File: config.mk
export PLATFORM = sky130hd
export DESIGN_NAME = tec_error_counters
export DESIGN_NICKNAME = d
export VERILOG_FILES = /design/src/hw/tec_pkg.sv /design/src/hw/tec_count_if.sv /design/src/hw/tec_sat_counter.sv /design/src/hw/tec_error_counters.sv
export SDC_FILE = /design/constraint.sdc
export NUM_CORES = 1
export LEC_CHECK = 0
export BUFFER_PORTS_ARGS = -buffer_cell sky130_fd_sc_hd__buf_4
export CAP_MARGIN = 20
export CORE_UTILIZATION = 30
export DETAILED_ROUTE_END_ITERATION = 10
export HOLD_SLACK_MARGIN = 0.1
export PLACE_DENSITY = 0.47
export REMOVE_ABC_BUFFERS = 1
export SLEW_MARGIN = 20
export SYNTH_ARGS = -nofsm -noshare
export SYNTH_HDL_FRONTEND = slang
export SYNTH_SLANG_ARGS = --single-unit
export TNS_END_PERCENT = 1
File: constraint.sdc
create_clock -name i_clk -period 3.3 [get_ports i_clk]
set_input_delay 0 -clock i_clk [delete_from_list [all_inputs] [get_ports i_clk]]
set_output_delay 0 -clock i_clk [all_outputs]
set_load 0.01 [all_outputs]
File: src/hw/tec_pkg.sv
// package for the t1 receive error counters: register indices, fields, timing
// assumes a 40 MHz system clock and 32-bit apb data
package tec_pkg;
   // register indices; the apb byte address is four times the index
   localparam logic [7:0] LINE_VIOLATION_COUNT_HIGH_IDX = 8'h23;
   localparam logic [7:0] LINE_VIOLATION_COUNT_LOW_IDX  = 8'h24;
   localparam logic [7:0] PATH_AND_SYNC_COUNT_HIGH_IDX  = 8'h25;
   localparam logic [7:0] PATH_VIOLATION_COUNT_LOW_IDX  = 8'h26;
   localparam logic [7:0] OUT_OF_SYNC_COUNT_LOW_IDX     = 8'h27;
   localparam logic [7:0] COUNT_CONTROL_IDX             = 8'h28;
   localparam logic [7:0] EVENT_STATUS_IDX              = 8'h29;
   localparam logic [7:0] EVENT_CLEAR_IDX               = 8'h2A;
   localparam logic [7:0] EVENT_ENABLE_IDX              = 8'h2B;

   // control register fields
   localparam int COUNT_EXCESS_ZEROS_POS       = 0;
   localparam int RX_ZERO_SUPPRESS_ENABLE_POS  = 1;
   localparam int RX_FRAMING_MODE_SELECT_POS   = 2;
   localparam int COUNT_SECONDARY_FBIT_POS     = 3;
   localparam int OOS_OR_FBIT_MODE_SELECT_POS  = 4;
   localparam int COUNT_INTERVAL_SELECT_POS    = 5;
   localparam int CONTROL_WIDTH                = 6;
   localparam logic [5:0] CONTROL_RESET        = 6'h00;

   // event status fields
   localparam int EVENT_SNAPSHOT_POS  = 0;
   localparam int EVENT_SYNC_LOST_POS = 1;
   localparam int EVENT_WIDTH         = 2;
   localparam logic [1:0] EVENT_RESET = 2'h0;

   // counter widths and zero-run lengths
   localparam int LINE_COUNT_WIDTH  = 16;
   localparam int PATH_COUNT_WIDTH  = 12;
   localparam int SYNC_COUNT_WIDTH  = 12;
   localparam logic [4:0] ZERO_RUN_PLAIN = 5'h10;
   localparam logic [4:0] ZERO_RUN_B8ZS  = 5'h08;

   // timing
   localparam int CLK_HZ            = 40_000_000;
   localparam int LONG_INTERVAL_MS  = 1000;
   localparam int SHORT_INTERVAL_MS = 42;
   localparam int LONG_INTERVAL_CYCLES  = (CLK_HZ / 1000) * LONG_INTERVAL_MS;
   localparam int SHORT_INTERVAL_CYCLES = (CLK_HZ / 1000) * SHORT_INTERVAL_MS;
   localparam int TIMER_WIDTH       = 26;
endpackage

File: src/hw/tec_count_if.sv
// interface between the counter core and one saturating counter
// assumes a single clock domain
`timescale 1ns/100ps
`default_nettype none
interface tec_count_if #(parameter int WIDTH = 16);
   logic             count_inc;
   logic             restart;
   logic [WIDTH-1:0] snapshot;
   modport core (output count_inc, output restart, input snapshot);
   modport counter (input count_inc, input restart, output snapshot);
endinterface
`default_nettype wire

File: src/hw/tec_sat_counter.sv
// one saturating event counter with a snapshot register
// assumes increments and restart come in on i_clk
`timescale 1ns/100ps
`default_nettype none
module tec_sat_counter #(
   parameter int WIDTH = 16
) (
   input  wire logic  i_clk,
   input  wire logic  i_reset_n,
   tec_count_if.counter port_if
);
   localparam logic [WIDTH-1:0] MAX_COUNT = {WIDTH{1'b1}};
   logic [WIDTH-1:0] count_reg;
   logic [WIDTH-1:0] snapshot_reg;

   // an event landing on the boundary opens the new interval
   always_ff @(posedge i_clk or negedge i_reset_n) begin
      if (!i_reset_n) begin
         count_reg <= '0;
      end else if (port_if.restart) begin
         count_reg <= {{(WIDTH-1){1'b0}}, port_if.count_inc};
      end else if (port_if.count_inc && count_reg != MAX_COUNT) begin
         count_reg <= count_reg + 1'b1;
      end
   end

   // held until the next boundary so both bytes read coherently
   always_ff @(posedge i_clk or negedge i_reset_n) begin
      if (!i_reset_n) begin
         snapshot_reg <= '0;
      end else if (port_if.restart) begin
         snapshot_reg <= count_reg;
      end
   end

   assign port_if.snapshot = snapshot_reg;
endmodule
`default_nettype wire

File: src/hw/tec_error_counters.sv
// t1 receive error counters: line, path and multiframe counters with apb access
// assumes decoder and synchronizer event inputs are one-cycle pulses on i_clk
`timescale 1ns/100ps
`default_nettype none
// What this block does
// line violation count is 16 bits, high byte at 0x23, low byte at 0x24
// line violation counting never stops, not even during sync loss
// count bipolar violations plus 16 or 8 zero runs, skip b8zs code words
// in esf mode the path counter counts crc6 code word errors
// in d4 mode path counter counts ft errors, optionally fs errors too
// path counter halts while receive sync is lost
// path count msbs in low nibble of 0x25, low byte at 0x26
// in oos mode count out-of-sync multiframes, also during sync loss
// in f-bit mode count ft errors in d4, fps errors in esf
// in f-bit mode the multiframe counter halts during sync loss
// multiframe count msbs in high nibble of 0x25, low byte at 0x27
// snapshot all counts and restart each second, or every 42 ms
// counters saturate at maximum and never roll over
// register values stay stable between update boundaries
module tec_error_counters #(
   parameter int LONG_CYCLES  = tec_pkg::LONG_INTERVAL_CYCLES,
   parameter int SHORT_CYCLES = tec_pkg::SHORT_INTERVAL_CYCLES
) (
   input  wire logic        i_clk,
   input  wire logic        i_reset_n,
   input  wire logic        i_bit_strobe,
   input  wire logic        i_bit_is_zero,
   input  wire logic        i_bipolar_violation,
   input  wire logic        i_b8zs_codeword,
   input  wire logic        i_crc6_error,
   input  wire logic        i_ft_error,
   input  wire logic        i_fs_error,
   input  wire logic        i_fps_error,
   input  wire logic        i_multiframe_strobe,
   input  wire logic        i_receive_sync_lost,
   input  wire logic        i_psel,
   input  wire logic        i_penable,
   input  wire logic        i_pwrite,
   input  wire logic [7:0]  i_paddr,
   input  wire logic [31:0] i_pwdata,
   output logic [31:0]      o_prdata,
   output logic             o_pready,
   output logic             o_pslverr,
   output logic             o_interval_tick,
   output logic             o_irq
);
   logic [tec_pkg::CONTROL_WIDTH-1:0] control_reg;
   logic [tec_pkg::EVENT_WIDTH-1:0]   event_status_reg;
   logic [tec_pkg::EVENT_WIDTH-1:0]   event_enable_reg;
   logic [tec_pkg::EVENT_WIDTH-1:0]   event_set;
   logic [tec_pkg::EVENT_WIDTH-1:0]   event_clear;
   logic [tec_pkg::TIMER_WIDTH-1:0]   timer_reg;
   logic [tec_pkg::TIMER_WIDTH-1:0]   timer_last;
   logic [4:0]                        zero_run_reg;
   logic [4:0]                        zero_run_limit;
   logic                              sync_lost_reg;
   logic                              tick;
   logic                              excess_zero_event;
   logic                              line_inc;
   logic                              path_inc;
   logic                              sync_inc;
   logic                              count_excess_zeros_bit;
   logic                              rx_zero_suppress_enable;
   logic                              rx_framing_mode_select;
   logic                              count_secondary_fbit_errors;
   logic                              oos_or_fbit_mode_select;
   logic                              count_interval_select;
   logic [7:0]                        reg_index;
   logic                              addr_aligned;
   logic                              addr_hit;
   logic                              setup_phase;
   logic                              write_access;
   logic [31:0]                       read_value;

   tec_count_if #(.WIDTH(tec_pkg::LINE_COUNT_WIDTH)) line_if ();
   tec_count_if #(.WIDTH(tec_pkg::PATH_COUNT_WIDTH)) path_if ();
   tec_count_if #(.WIDTH(tec_pkg::SYNC_COUNT_WIDTH)) sync_if ();

   assign count_excess_zeros_bit      = control_reg[tec_pkg::COUNT_EXCESS_ZEROS_POS];
   assign rx_zero_suppress_enable     = control_reg[tec_pkg::RX_ZERO_SUPPRESS_ENABLE_POS];
   assign rx_framing_mode_select      = control_reg[tec_pkg::RX_FRAMING_MODE_SELECT_POS];
   assign count_secondary_fbit_errors = control_reg[tec_pkg::COUNT_SECONDARY_FBIT_POS];
   assign oos_or_fbit_mode_select     = control_reg[tec_pkg::OOS_OR_FBIT_MODE_SELECT_POS];
   assign count_interval_select       = control_reg[tec_pkg::COUNT_INTERVAL_SELECT_POS];

   // ---------------- interval timer ----------------
   assign timer_last = count_interval_select ?
                       tec_pkg::TIMER_WIDTH'(SHORT_CYCLES - 1) :
                       tec_pkg::TIMER_WIDTH'(LONG_CYCLES - 1);
   assign tick = (timer_reg >= timer_last);

   // >= so that switching to the short interval mid-count ends at once
   always_ff @(posedge i_clk or negedge i_reset_n) begin
      if (!i_reset_n) begin
         timer_reg <= '0;
      end else if (tick) begin
         timer_reg <= '0;
      end else begin
         timer_reg <= timer_reg + 1'b1;
      end
   end

   assign o_interval_tick = tick;

   // ---------------- line code violations ----------------
   assign zero_run_limit = rx_zero_suppress_enable ?
                           tec_pkg::ZERO_RUN_B8ZS : tec_pkg::ZERO_RUN_PLAIN;

   // run length stops at the limit so a long run counts once
   always_ff @(posedge i_clk or negedge i_reset_n) begin
      if (!i_reset_n) begin
         zero_run_reg <= '0;
      end else if (i_bit_strobe) begin
         if (!i_bit_is_zero || i_b8zs_codeword && rx_zero_suppress_enable) begin
            zero_run_reg <= '0;
         end else if (zero_run_reg < zero_run_limit) begin
            zero_run_reg <= zero_run_reg + 1'b1;
         end
      end
   end

   assign excess_zero_event = count_excess_zeros_bit && i_bit_strobe && i_bit_is_zero &&
                              !(i_b8zs_codeword && rx_zero_suppress_enable) &&
                              (zero_run_reg == zero_run_limit - 5'h01);
   // no sync-loss gating on this counter
   assign line_inc = (i_bipolar_violation &&
                      !(rx_zero_suppress_enable && i_b8zs_codeword)) ||
                     excess_zero_event;

   // ---------------- path code violations ----------------
   assign path_inc = !i_receive_sync_lost &&
                     (rx_framing_mode_select ? i_crc6_error :
                      (i_ft_error || count_secondary_fbit_errors && i_fs_error));

   // ---------------- multiframe out of sync / f-bit errors ----------------
   assign sync_inc = oos_or_fbit_mode_select ?
                     (i_multiframe_strobe && i_receive_sync_lost) :
                     (!i_receive_sync_lost &&
                      (rx_framing_mode_select ? i_fps_error : i_ft_error));

   assign line_if.count_inc = line_inc;
   assign line_if.restart   = tick;
   assign path_if.count_inc = path_inc;
   assign path_if.restart   = tick;
   assign sync_if.count_inc = sync_inc;
   assign sync_if.restart   = tick;

   tec_sat_counter #(.WIDTH(tec_pkg::LINE_COUNT_WIDTH)) u_line_count (
      .i_clk     (i_clk),
      .i_reset_n (i_reset_n),
      .port_if   (line_if)
   );
   tec_sat_counter #(.WIDTH(tec_pkg::PATH_COUNT_WIDTH)) u_path_count (
      .i_clk     (i_clk),
      .i_reset_n (i_reset_n),
      .port_if   (path_if)
   );
   tec_sat_counter #(.WIDTH(tec_pkg::SYNC_COUNT_WIDTH)) u_sync_count (
      .i_clk     (i_clk),
      .i_reset_n (i_reset_n),
      .port_if   (sync_if)
   );

   // ---------------- events and interrupt ----------------
   always_ff @(posedge i_clk or negedge i_reset_n) begin
      if (!i_reset_n) begin
         sync_lost_reg <= 1'b0;
      end else begin
         sync_lost_reg <= i_receive_sync_lost;
      end
   end

   assign event_set[tec_pkg::EVENT_SNAPSHOT_POS]  = tick;
   assign event_set[tec_pkg::EVENT_SYNC_LOST_POS] = i_receive_sync_lost && !sync_lost_reg;
   assign event_clear = (write_access && reg_index == tec_pkg::EVENT_CLEAR_IDX) ?
                        i_pwdata[tec_pkg::EVENT_WIDTH-1:0] : '0;

   // set wins over a clear in the same cycle
   always_ff @(posedge i_clk or negedge i_reset_n) begin
      if (!i_reset_n) begin
         event_status_reg <= tec_pkg::EVENT_RESET;
      end else begin
         event_status_reg <= (event_status_reg & ~event_clear) | event_set;
      end
   end

   always_ff @(posedge i_clk or negedge i_reset_n) begin
      if (!i_reset_n) begin
         event_enable_reg <= tec_pkg::EVENT_RESET;
      end else if (write_access && reg_index == tec_pkg::EVENT_ENABLE_IDX) begin
         event_enable_reg <= i_pwdata[tec_pkg::EVENT_WIDTH-1:0];
      end
   end

   assign o_irq = |(event_status_reg & event_enable_reg);

   // ---------------- apb slave ----------------
   assign reg_index    = {2'b00, i_paddr[7:2]};
   assign addr_aligned = (i_paddr[1:0] == 2'b00);
   assign addr_hit     = addr_aligned &&
                         reg_index >= tec_pkg::LINE_VIOLATION_COUNT_HIGH_IDX &&
                         reg_index <= tec_pkg::EVENT_ENABLE_IDX;
   assign setup_phase  = i_psel && !i_penable;
   assign write_access = i_psel && i_penable && i_pwrite && addr_hit;

   always_ff @(posedge i_clk or negedge i_reset_n) begin
      if (!i_reset_n) begin
         control_reg <= tec_pkg::CONTROL_RESET;
      end else if (write_access && reg_index == tec_pkg::COUNT_CONTROL_IDX) begin
         control_reg <= i_pwdata[tec_pkg::CONTROL_WIDTH-1:0];
      end
   end

   always_comb begin
      read_value = 32'h0000_0000;
      case (reg_index)
         tec_pkg::LINE_VIOLATION_COUNT_HIGH_IDX: read_value[7:0] = line_if.snapshot[15:8];
         tec_pkg::LINE_VIOLATION_COUNT_LOW_IDX:  read_value[7:0] = line_if.snapshot[7:0];
         tec_pkg::PATH_AND_SYNC_COUNT_HIGH_IDX:
            read_value[7:0] = {sync_if.snapshot[11:8], path_if.snapshot[11:8]};
         tec_pkg::PATH_VIOLATION_COUNT_LOW_IDX:  read_value[7:0] = path_if.snapshot[7:0];
         tec_pkg::OUT_OF_SYNC_COUNT_LOW_IDX:     read_value[7:0] = sync_if.snapshot[7:0];
         tec_pkg::COUNT_CONTROL_IDX:
            read_value[tec_pkg::CONTROL_WIDTH-1:0] = control_reg;
         tec_pkg::EVENT_STATUS_IDX:
            read_value[tec_pkg::EVENT_WIDTH-1:0] = event_status_reg;
         tec_pkg::EVENT_ENABLE_IDX:
            read_value[tec_pkg::EVENT_WIDTH-1:0] = event_enable_reg;
         default: read_value = 32'h0000_0000;
      endcase
   end

   // read data latched in the setup cycle; a snapshot landing in the
   // access cycle then cannot tear the word being returned
   always_ff @(posedge i_clk or negedge i_reset_n) begin
      if (!i_reset_n) begin
         o_prdata <= 32'h0000_0000;
      end else if (setup_phase && !i_pwrite) begin
         o_prdata <= (addr_hit ? read_value : 32'h0000_0000);
      end
   end

   assign o_pready  = 1'b1;
   assign o_pslverr = i_psel && i_penable && !addr_hit;
endmodule
`default_nettype wire

==> results of run 1 <==
## metrics by stage
| step | cells | setup TNS [ns] |
|---|---|---|
| finish | 1016 | 0 |
| global route | 1016 | 0 |
| CTS | 1016 | 0 |
| detailed placement | 965 | 0 |
| global placement | 965 | 0 |
| floorplan | 636 | -59.85 |
## per-layer routing
layer / wire length (um) / global-route usage, % / vias to the layer above
li1: - / - / 2393
met1: 7510 / 19.1 / 2438
met2: 7160 / 22.0 / 126
met3: 576 / 3.06 / 19
met4: 255 / 5.39 / 0
met5: 0 / 0 / -
## logic make-up after synthesis
| family | after synthesis | share of synthesized area, % |
|---|---|---|
| muxes | 62 | 10.7 |
| DFF | 130 | 47.5 |
| xor gates and xnor gates | 58 | 7.42 |
| adders and majority gates | 22 | 4.02 |
| AOI/OAI and AO/OA | 77 | 7.40 |
| and+or+nand+nor | 243 | 17.3 |
| other | 2 | 0.110 |
| buffers and inverters | 66 | 5.57 |
## path summary, 6_finish.rpt
check,endpoint
min in group asynchronous,timer_reg[5]
worst max register to register,u_path_count.port_if.snapshot[10]
worst max-delay path,o_interval_tick
worst min register to register,event_status_reg[1]
max in group asynchronous,o_prdata[1]
worst min-delay path,event_status_reg[0]
## area by class of cell
type / count / area (sq um)
tap: 280 / 350
sequential: 130 / 3250
inverter: 19 / 76.3
fill: 2167 / 13900
clock buffer: 18 / 439
clock inverter: 14 / 201
timing repair buffer: 68 / 562
multi-input combinational: 487 / 3310
## report_power, final
group	switching, mW	total (mW)	internal [mW]	leakage (nW)
logic	0.264	0.504	0.240	1.77
registers	0.211	1.96	1.75	1.72
clock network	0.744	2.04	1.30	0.308
## timing repair
item                                   4_1_cts  5_1_grt
endpoints found under the hold margin      111        0
setup endpoints to repair                    0        1
resized for setup                            0        3
hold buffers                                19        0
## cell usage in the layout (no fill, tap or decap), drive strengths merged, types with 3 or more instances in the layout
master       netlist  routed
nor4               8       8
a32o               3       3
mux4               4       4
ha                22      22
nor2              83      83
a21oi             19      19
xnor2             39      39
dlygate4sd3        0      19
and2               5       5
or3                4       4
clkbuf             7      18
o21ai             25      25
clkinv             0       4
nor2b              4       4
nand4             11      11
conb               2      25
nand2             49      49
a22o               5       5
nor3b              3       3
dfrtp            130     130
bufinv             0       4
nor3              23      23
and4               3       3
mux2i              9       9
buf               40      49
and3              10      10
nand3             29      29
inv               19      23
mux2              49      49
a22oi              4       4
xor2              19      19
## worst max-delay path: stages (launching register included)
cell,delay [ns]
dfrtp_1,0.47
inv_1,0.20
ha_1,0.35
nand2_1,0.07
nor3b_1,0.22
o211ai_1,0.12
o211ai_1,0.35
a21oi_4,0.13
inv_6,0.20
buf_4,0.28
buf_4,0.16
==> flow_metrics.tcl, run 1 <==
set metrics [dict create \
    status "finished clean" \
    design_area_sq_um 8190 \
    hold_viol_final 0 \
    synth_commonest_cells "130 x dfrtp_1, 83 x nor2_1, 49 x mux2_2, 49 x nand2_1, 39 x xnor2_1" \
    grt_pass1_wl_mm 26.2 \
    leakagePower_nw 3.80 \
    ys_top_cells_by_area "dfrtp_1 47%, mux2_2 8.1%, xnor2_1 5.0%" \
    num_rows 54 \
    htreeDepth 4 \
    cts_sinks 130 \
    netlist.area_leader.share_pct 47.5 \
    hold_start "i_paddr[1]" \
    antenna_found_initial 0 \
    cp-start-kind "flop" \
    clk_latency_ns 0.42 \
    io_pins 91 \
    finalCoreUtilization_pct 37.1 \
    period_needed_ns 2.96 \
    area_growth_pct 19.6 \
    post_dp_cell_area_sq_um 7360 \
    cp_max_fo 23 \
    pre_cts_ws_ns 0.461 \
    rr_startpoint "control_reg[5]" \
    required_ns 3.30 \
    maxCapViolCount 0 \
    hpwl_mm 10.8 \
    setup_viol 0 \
    relSlewSlack_pct 38.4 \
    largest_reg_flops 26 \
    rsz0062_at_grt "false" \
    whs_ns 0.121 \
    diodes 0 \
    fmax_ghz 0.338 \
    die_w_um 153 \
    synth.distinct_cells 58 \
    ant_nets 0 \
    worstSetupPathType "flop to output port" \
    synthFlopType "dfrtp_1" \
    tightest_slew_ns 0.917 \
    clk_pin_slew_worst_paths_ns 0.06 \
    cts_tree "built" \
    gp_congestion 0.782 \
    grt_start_max_net_pins 89 \
    grt_overflow 0 \
    ir_drop_mv 0.352 \
    synth_top_cell_by_area "dfrtp_1" \
    post-route-drc-count 0 \
    cts.root.buffer_cell "clkbuf_16" \
    drive_gt1_share_pct 19.4 \
    dieArea_sq_um 23400 \
    ys_seq_area_share_pct 47.5 \
    synth_seq_cells 130 \
    synth.avg_cell_area_sq_um 10.4 \
    min_delay_path_depth 6 \
    setup_slack_ns 0.340 \
    maxSlewViolCount 0 \
    viasPerCell 4.90 \
    wirelength_mm 15.5 \
    cp-end-kind "output port" \
    yosysMostFrequentCell "dfrtp_1" \
    reg2reg_slack_ns 0.42 \
    startpoint "control_reg[5]" \
    clockBufferDepth 2 \
    syn_area_sq_um 6850 \
    num_vias 4976 \
    grt_use_total_pct 14.1 \
    cp_data_arrival_time_ns 2.96 \
    core_area_sq_um 22100 \
    drt_iter0_drc 311 \
    cts_setup_buffers 0 \
    p_total_mw 4.51 \
    hold_class "input pin to flop" \
    grt_pass1_vias 5045 \
    period_share_pct 89.7 \
    drt_first_pass_iters 5 \
    synth_edf_count 0 \
    cts_buffers 17 \
    numPortBuffers 39 \
    fin_skew_ns 0.00985 \
    wl_per_cell_um 15.3 \
    initial_core_util_pct 31.0 \
    syn-instance-count 660 \
    p_per_area_nw_per_um2 550 \
    nets 800 \
    yosys_warnings 0 \
    synthArstFlopShare_pct 100 \
    die_h_um 153 \
    reg2reg_depth 8 \
]
Power figures use the tool's default switching activity.
==> run 2: changes to the inputs <==
PLACE_DENSITY = unset   (was 0.47)
==> run 2 against run 1 <==
- via count shrank 2.2%
- power shrank 4.3%
- fmax shrank 0.36%
- largest cell class unchanged
- largest power group is now registers
- highest routed layer unchanged
==> flow_metrics.tcl, run 2 (synthesized netlist as in run 1, its figures left out) <==
set metrics [dict create \
    status "finished clean" \
    clk_pin_slew_worst_paths_ns 0.05 \
    hold_viol_final 0 \
    cts_resized 0 \
    drt_iter0_drc 242 \
    cp_top_family "buffers and inverters" \
    stdcell_count 1012 \
    ant_nets 0 \
    place_inst 965 \
    rsz0062_at_grt "false" \
    clk_latency_ns 0.41 \
    fmax_ghz 0.337 \
    grt_overflow 0 \
    grt_use_total_pct 13.0 \
    cts_sinks 130 \
    antenna_found_initial 0 \
    maxCapViolCount 0 \
    io_pins 91 \
    wl_per_cell_um 14.0 \
    dieArea_sq_um 23400 \
    relSlewSlack_pct 42.4 \
    largest_reg_flops 26 \
    diodes 0 \
    nets 798 \
    p_int_mw 3.19 \
    setup_slack_ns 0.329 \
    swShare_pct 25.9 \
    cts.root.buffer_cell "clkbuf_16" \
    period_share_pct 90.0 \
    reg2reg_slack_ns 0.59 \
    ir_drop_mv 0.336 \
    clockBufferDepth 2 \
    path_cells "buf_4, ha_1, nand2_1, nor3b_1, o211ai_1, o211ai_1, a21oi_4, inv_2, buf_4, buf_4" \
    leakagePower_nw 3.77 \
    num_vias 4869 \
    gp_congestion 0.786 \
    required_ns 3.30 \
    die_w_um 153 \
    fin_skew_ns 0.00870 \
    pwr-share-clk_pct 42.9 \
    p_comb_share_pct 11.5 \
    die_h_um 153 \
    viasPerCell 4.81 \
    power_switching_mw 1.12 \
    cp_data_arrival_time_ns 2.97 \
    mostFrequentLayoutCell "dfrtp_1" \
    drt_first_pass_iters 6 \
    period_needed_ns 2.97 \
    hold_class "input pin to flop" \
    cpMostUsedCell "buf_4" \
    slowest_stage "dfrtp_1" \
    p_per_area_nw_per_um2 531 \
    post-route-drc-count 0 \
    wirelength_mm 14.2 \
    core_area_sq_um 22100 \
    cts_buffers 17 \
    area_growth_pct 18.5 \
    cts_setup_buffers 0 \
    num_rows 54 \
    grt_pass1_vias 4935 \
    pre_cts_ws_ns 0.576 \
    cp.buffers_inverters 4 \
    cp-start-kind "flop" \
    maxSlewViolCount 0 \
    seqPwrFrac_pct 45.6 \
    cp_max_fo 19 \
    cts_tree "built" \
    drive_gt1_share_pct 18.9 \
    grt_start_max_net_pins 79 \
    cp-end-kind "output port" \
    initial_core_util_pct 31.0 \
    setup_viol 0 \
    grt_pass1_wl_mm 24.5 \
    critPathMaxStageDelay_ns 0.41 \
    worstSetupPathType "flop to output port" \
    htreeDepth 4 \
    tightest_slew_ns 0.856 \
    numPortBuffers 39 \
    hpwl_mm 9.75 \
    layout_common_cells "130 x dfrtp_1, 83 x nor2_1, 49 x nand2_1, 49 x mux2_2, 47 x buf_4" \
]
[run 2: changes by cell type in the layout (fill, tap and decap cells not counted)]
cell	before	now
clkinvlp_4	2	0
buf_4	48	47
buf_12	0	1
clkinv_4	3	0
inv_2	0	1
clkinv_2	1	3
inv_6	5	0
clkbuf_8	1	5
dlygate4sd3_1	19	17
bufinv_16	4	2
clkbuf_1	0	3
[run 2: metrics by stage]
stage	cell area, sq um	TNS (ns)	power [mW]	util, %	hold WS [ns]
floorplan	6630	-59.85	2.27	-	-0.296
global placement	7360	0	2.46	33.3	0.162
detailed placement	7360	0	2.47	33.3	0.162
CTS	8120	0	4.36	36.7	0.106
global route	8120	0	4.51	36.7	0.193
finish	8120	0	4.31	36.7	0.132
[run 2: worst paths after layout]
kind                           startpoint                        end  cells past startpoint
setup / recovery           control_reg[5]            o_interval_tick                     10
hold / removal                 i_paddr[0]        event_status_reg[1]                      7
setup reg to reg           control_reg[5]  u_path_count.count_reg[5]                     10
hold reg to reg             sync_lost_reg        event_status_reg[1]                      1
max in group asynchronous       i_reset_n  u_sync_count.count_reg[7]                      3
min in group asynchronous       i_reset_n            zero_run_reg[3]                      2
[run 2: layer usage]
layer  up-vias  share of wire, %  track usage (%)
met5         -                 0                0
met4         0               1.6             5.15
met3        17               4.1             3.15
met2       117                45             20.6
met1      2343                49             17.1
li1       2392                 -                -
[run 2: timing repair]
| action | 4_1_cts | 5_1_grt |
|---|---|---|
| setup endpoints to repair | 0 | 0 |
| hold buffers | 17 | 0 |
| hold endpoints to repair | 103 | 0 |
[run 2: cell type report]
type	instances	area, sq um
tap	280	350
multi-input combinational	487	3310
fill	2155	14000
clock buffer	25	505
inverter	19	71.3
sequential	130	3250
clock inverter	5	75.1
timing repair buffer	66	554
[run 2: worst reg2reg max path, stage by stage, from the launching register on]
cell,delay (ns)
dfrtp_1,0.41
buf_4,0.20
ha_1,0.28
nand2_1,0.06
nor3b_1,0.25
o211ai_1,0.13
o211ai_1,0.35
a21oi_4,0.11
inv_2,0.32
buf_4,0.36
nor2_1,0.10
[run 2: power by group through the flow]
stage                     combinational (mW)  sequential (mW)  clock (mW)
after global routing                   0.570             1.99        1.95
after detailed placement               0.482             1.99           0
after CTS                              0.505             1.96        1.89
after floorplan                        0.347             1.93           0
after global placement                 0.469             1.99           0
final                                  0.497             1.97        1.85
==> run 3: changes to the inputs <==
ABC_AREA = 1   (was unset)
==> run 3 against run 2 <==
- utilization fell by 0.60 points
- combinational power shrank 12%
- cell area grew 8.3%
- critical path type unchanged
- critical endpoint unchanged
==> flow_metrics.tcl, run 3 <==
set metrics [dict create \
    status "finished clean" \
    required_ns 3.30 \
    synthAdderAreaFrac_pct 3.70 \
    drt_iter0_drc 397 \
    path_cells "inv_1, ha_1, nand2_1, nor2_1, nand4_1, nor2_1, nand2_2, nand3_4, buf_12, buf_4" \
    synth_commonest_cells "279 x nand2_1, 156 x nor2_1, 130 x dfrtp_1" \
    cts_tree "built" \
    numPortBuffers 39 \
    grt_overflow 0 \
    p_per_area_nw_per_um2 474 \
    viasPerCell 4.53 \
    die_h_um 160 \
    netlist.area_leader.share_pct 43.7 \
    mostFrequentLayoutCell "nand2_1" \
    yosys_warnings 0 \
    die_w_um 160 \
    hold_viol_final 0 \
    nFillCells 2547 \
    antenna_found_initial 0 \
    drive_gt1_share_pct 9.52 \
    drt_first_pass_iters 5 \
    yosysMostFrequentCell "nand2_1" \
    initial_core_util_pct 30.6 \
    fmax_ghz 0.346 \
    maxCapViolCount 0 \
    grt_pass1_wl_mm 30.1 \
    muxShareOfSynthArea_pct 0 \
    fin_skew_ns 0.0121 \
    clockBufferDepth 2 \
    hold_class "input pin to flop" \
    r2r-end "u_path_count.count_reg[5]" \
    dieArea_sq_um 25500 \
    num_vias 6411 \
    setup_viol 0 \
    grt_pass1_vias 6079 \
    syn-instance-count 1012 \
    cp.buffers_inverters 3 \
    yosys.area_share.xor_xnor_pct 2.35 \
    synth_top_cell_by_area "dfrtp_1" \
    diodes 0 \
    multiInputGateArea_sq_um 3470 \
    min_delay_path_depth 7 \
    leakagePower_nw 4.32 \
    finalCoreUtilization_pct 36.2 \
    grt_use_total_pct 15.0 \
    stdcell_count 1416 \
    ir_drop_mv 0.247 \
    cts_buffers 17 \
    area_growth_pct 18.1 \
    cp-end-kind "output port" \
    reg2reg_depth 14 \
    maxSlewViolCount 0 \
    num_rows 57 \
    rr_startpoint "control_reg[5]" \
    place_inst 1364 \
    cts.root.buffer_cell "clkbuf_16" \
    relSlewSlack_pct 41.3 \
    synth-compound-area-share_pct 8.25 \
    gp_congestion 0.855 \
    ys_top_cells_by_area "dfrtp_1 44%, nand2_1 14%, nor2_1 7.9%" \
    syn_area_sq_um 7450 \
    worstSetupPathType "flop to output port" \
    reg2reg_slack_ns 0.72 \
    period_needed_ns 2.89 \
    cp_top_family "simple AND/OR/NAND/NOR gates" \
    post-route-drc-count 0 \
    slowest_stage "dfrtp_2" \
    tightest_slew_ns 0.880 \
    wl_per_cell_um 12.8 \
    synth.avg_cell_area_sq_um 7.36 \
    hpwl_mm 13.4 \
    nets 1156 \
    cts_sinks 130 \
    wirelength_mm 18.2 \
    layout_common_cells "279 x nand2_1, 156 x nor2_1, 129 x dfrtp_1" \
    synth_top_family_by_area "simple AND/OR/NAND/NOR gates" \
    critPathMaxStageDelay_ns 0.50 \
    cp-start-kind "flop" \
    synth_seq_cells 130 \
    io_pins 91 \
    synth_simple_gate_area_share_pct 31.0 \
    hold_start "i_paddr[4]" \
    grt_start_max_net_pins 92 \
    htreeDepth 4 \
    synthArstFlopShare_pct 100 \
    rsz0062_at_grt "false" \
    fin_tns_setup_ns 0 \
    clk_pin_slew_worst_paths_ns 0.06 \
    ant_nets 0 \
    core_area_sq_um 24300 \
    clk_latency_ns 0.42 \
    hold-path-endpoint "event_status_reg[0]" \
    final-seq-area_sq_um 3250 \
    cpMostUsedCell "nor2_1" \
    synth_edf_count 0 \
    cp_max_fo 39 \
    period_share_pct 87.6 \
    cp_data_arrival_time_ns 2.89 \
    synth.distinct_cells 32 \
    synthFlopType "dfrtp_1" \
    largest_reg_flops 26 \
    ys_seq_area_share_pct 43.7 \
]
-- run 3: layer usage --
layer  up-vias  track usage, %  wire length [um]
met5         -               0                 0
met4         0            5.29               327
met3        20            3.00               674
met2        93            23.9              8350
met1      3015            20.0              8800
li1       3283               -                 -
-- run 3: cell families after synthesis --
| group | after synthesis |
|---|---|
| other cells | 2 |
| xor+xnor | 20 |
| simple gates | 548 |
| compound gates | 114 |
| buf+inv | 176 |
| flops | 130 |
| fa+ha+maj | 22 |
-- run 3: through the flow --
step / total power, mW / cell area, sq um / setup WS, ns / hold WS [ns]
6_report: 4.16 / 8790 / 0.410 / 0.114
5_1_grt: 4.36 / 8790 / 0.166 / 0.167
4_1_cts: 4.21 / 8790 / 0.175 / 0.109
3_5_place_dp: 2.32 / 8010 / 0.517 / 0.142
3_3_place_gp: 2.30 / 8010 / 0.567 / 0.141
2_1_floorplan: 2.14 / 7220 / 0.454 / -0.296
-- run 3: worst reg2reg max path, delay by kind of cell, from the launching register on --
kind,cells,cell delay (ns)
fa+ha+maj,1,0.32
buf+inv,4,0.77
simple gates,9,0.92
flops,1,0.50
-- run 3: power breakdown --
part / total, mW / internal, mW / switching, mW / leakage, nW
logic: 0.438 / 0.176 / 0.263 / 2.35
clock network: 1.85 / 1.12 / 0.726 / 0.273
registers: 1.88 / 1.71 / 0.165 / 1.69
-- run 3: layout make-up --
| cell class | instances | share of cell area (%) |
|---|---|---|
| Inverter | 134 | 5.72 |
| Multi-Input combinational cell | 729 | 39.4 |
| Timing Repair Buffer | 67 | 6.62 |
| Sequential cell | 130 | 37.0 |
| Clock buffer | 18 | 5.00 |
| Tap cell | 324 | 4.61 |
| Clock inverter | 14 | 1.59 |
-- run 3: worst max path at each step --
stage                   start                               end  slack, ns  depth (start not counted)
2_1_floorplan  control_reg[5]                     timer_reg[20]       0.45                         13
4_1_cts        control_reg[5]                   o_interval_tick       0.17                         10
3_5_place_dp   control_reg[5]  u_sync_count.port_if.snapshot[0]       0.52                         10
6_report       control_reg[5]                   o_interval_tick       0.41                         10
5_1_grt        control_reg[5]                   o_interval_tick       0.17                         10
3_3_place_gp   control_reg[5]        u_sync_count.count_reg[11]       0.57                         12
-- run 3: timing repair --
action | CTS | global route
gates resized for setup | 0 | 1
endpoints found under the setup margin | 0 | 1
hold endpoints to repair | 108 | 0
setup buffers | 0 | 0
hold buffers | 20 | 0
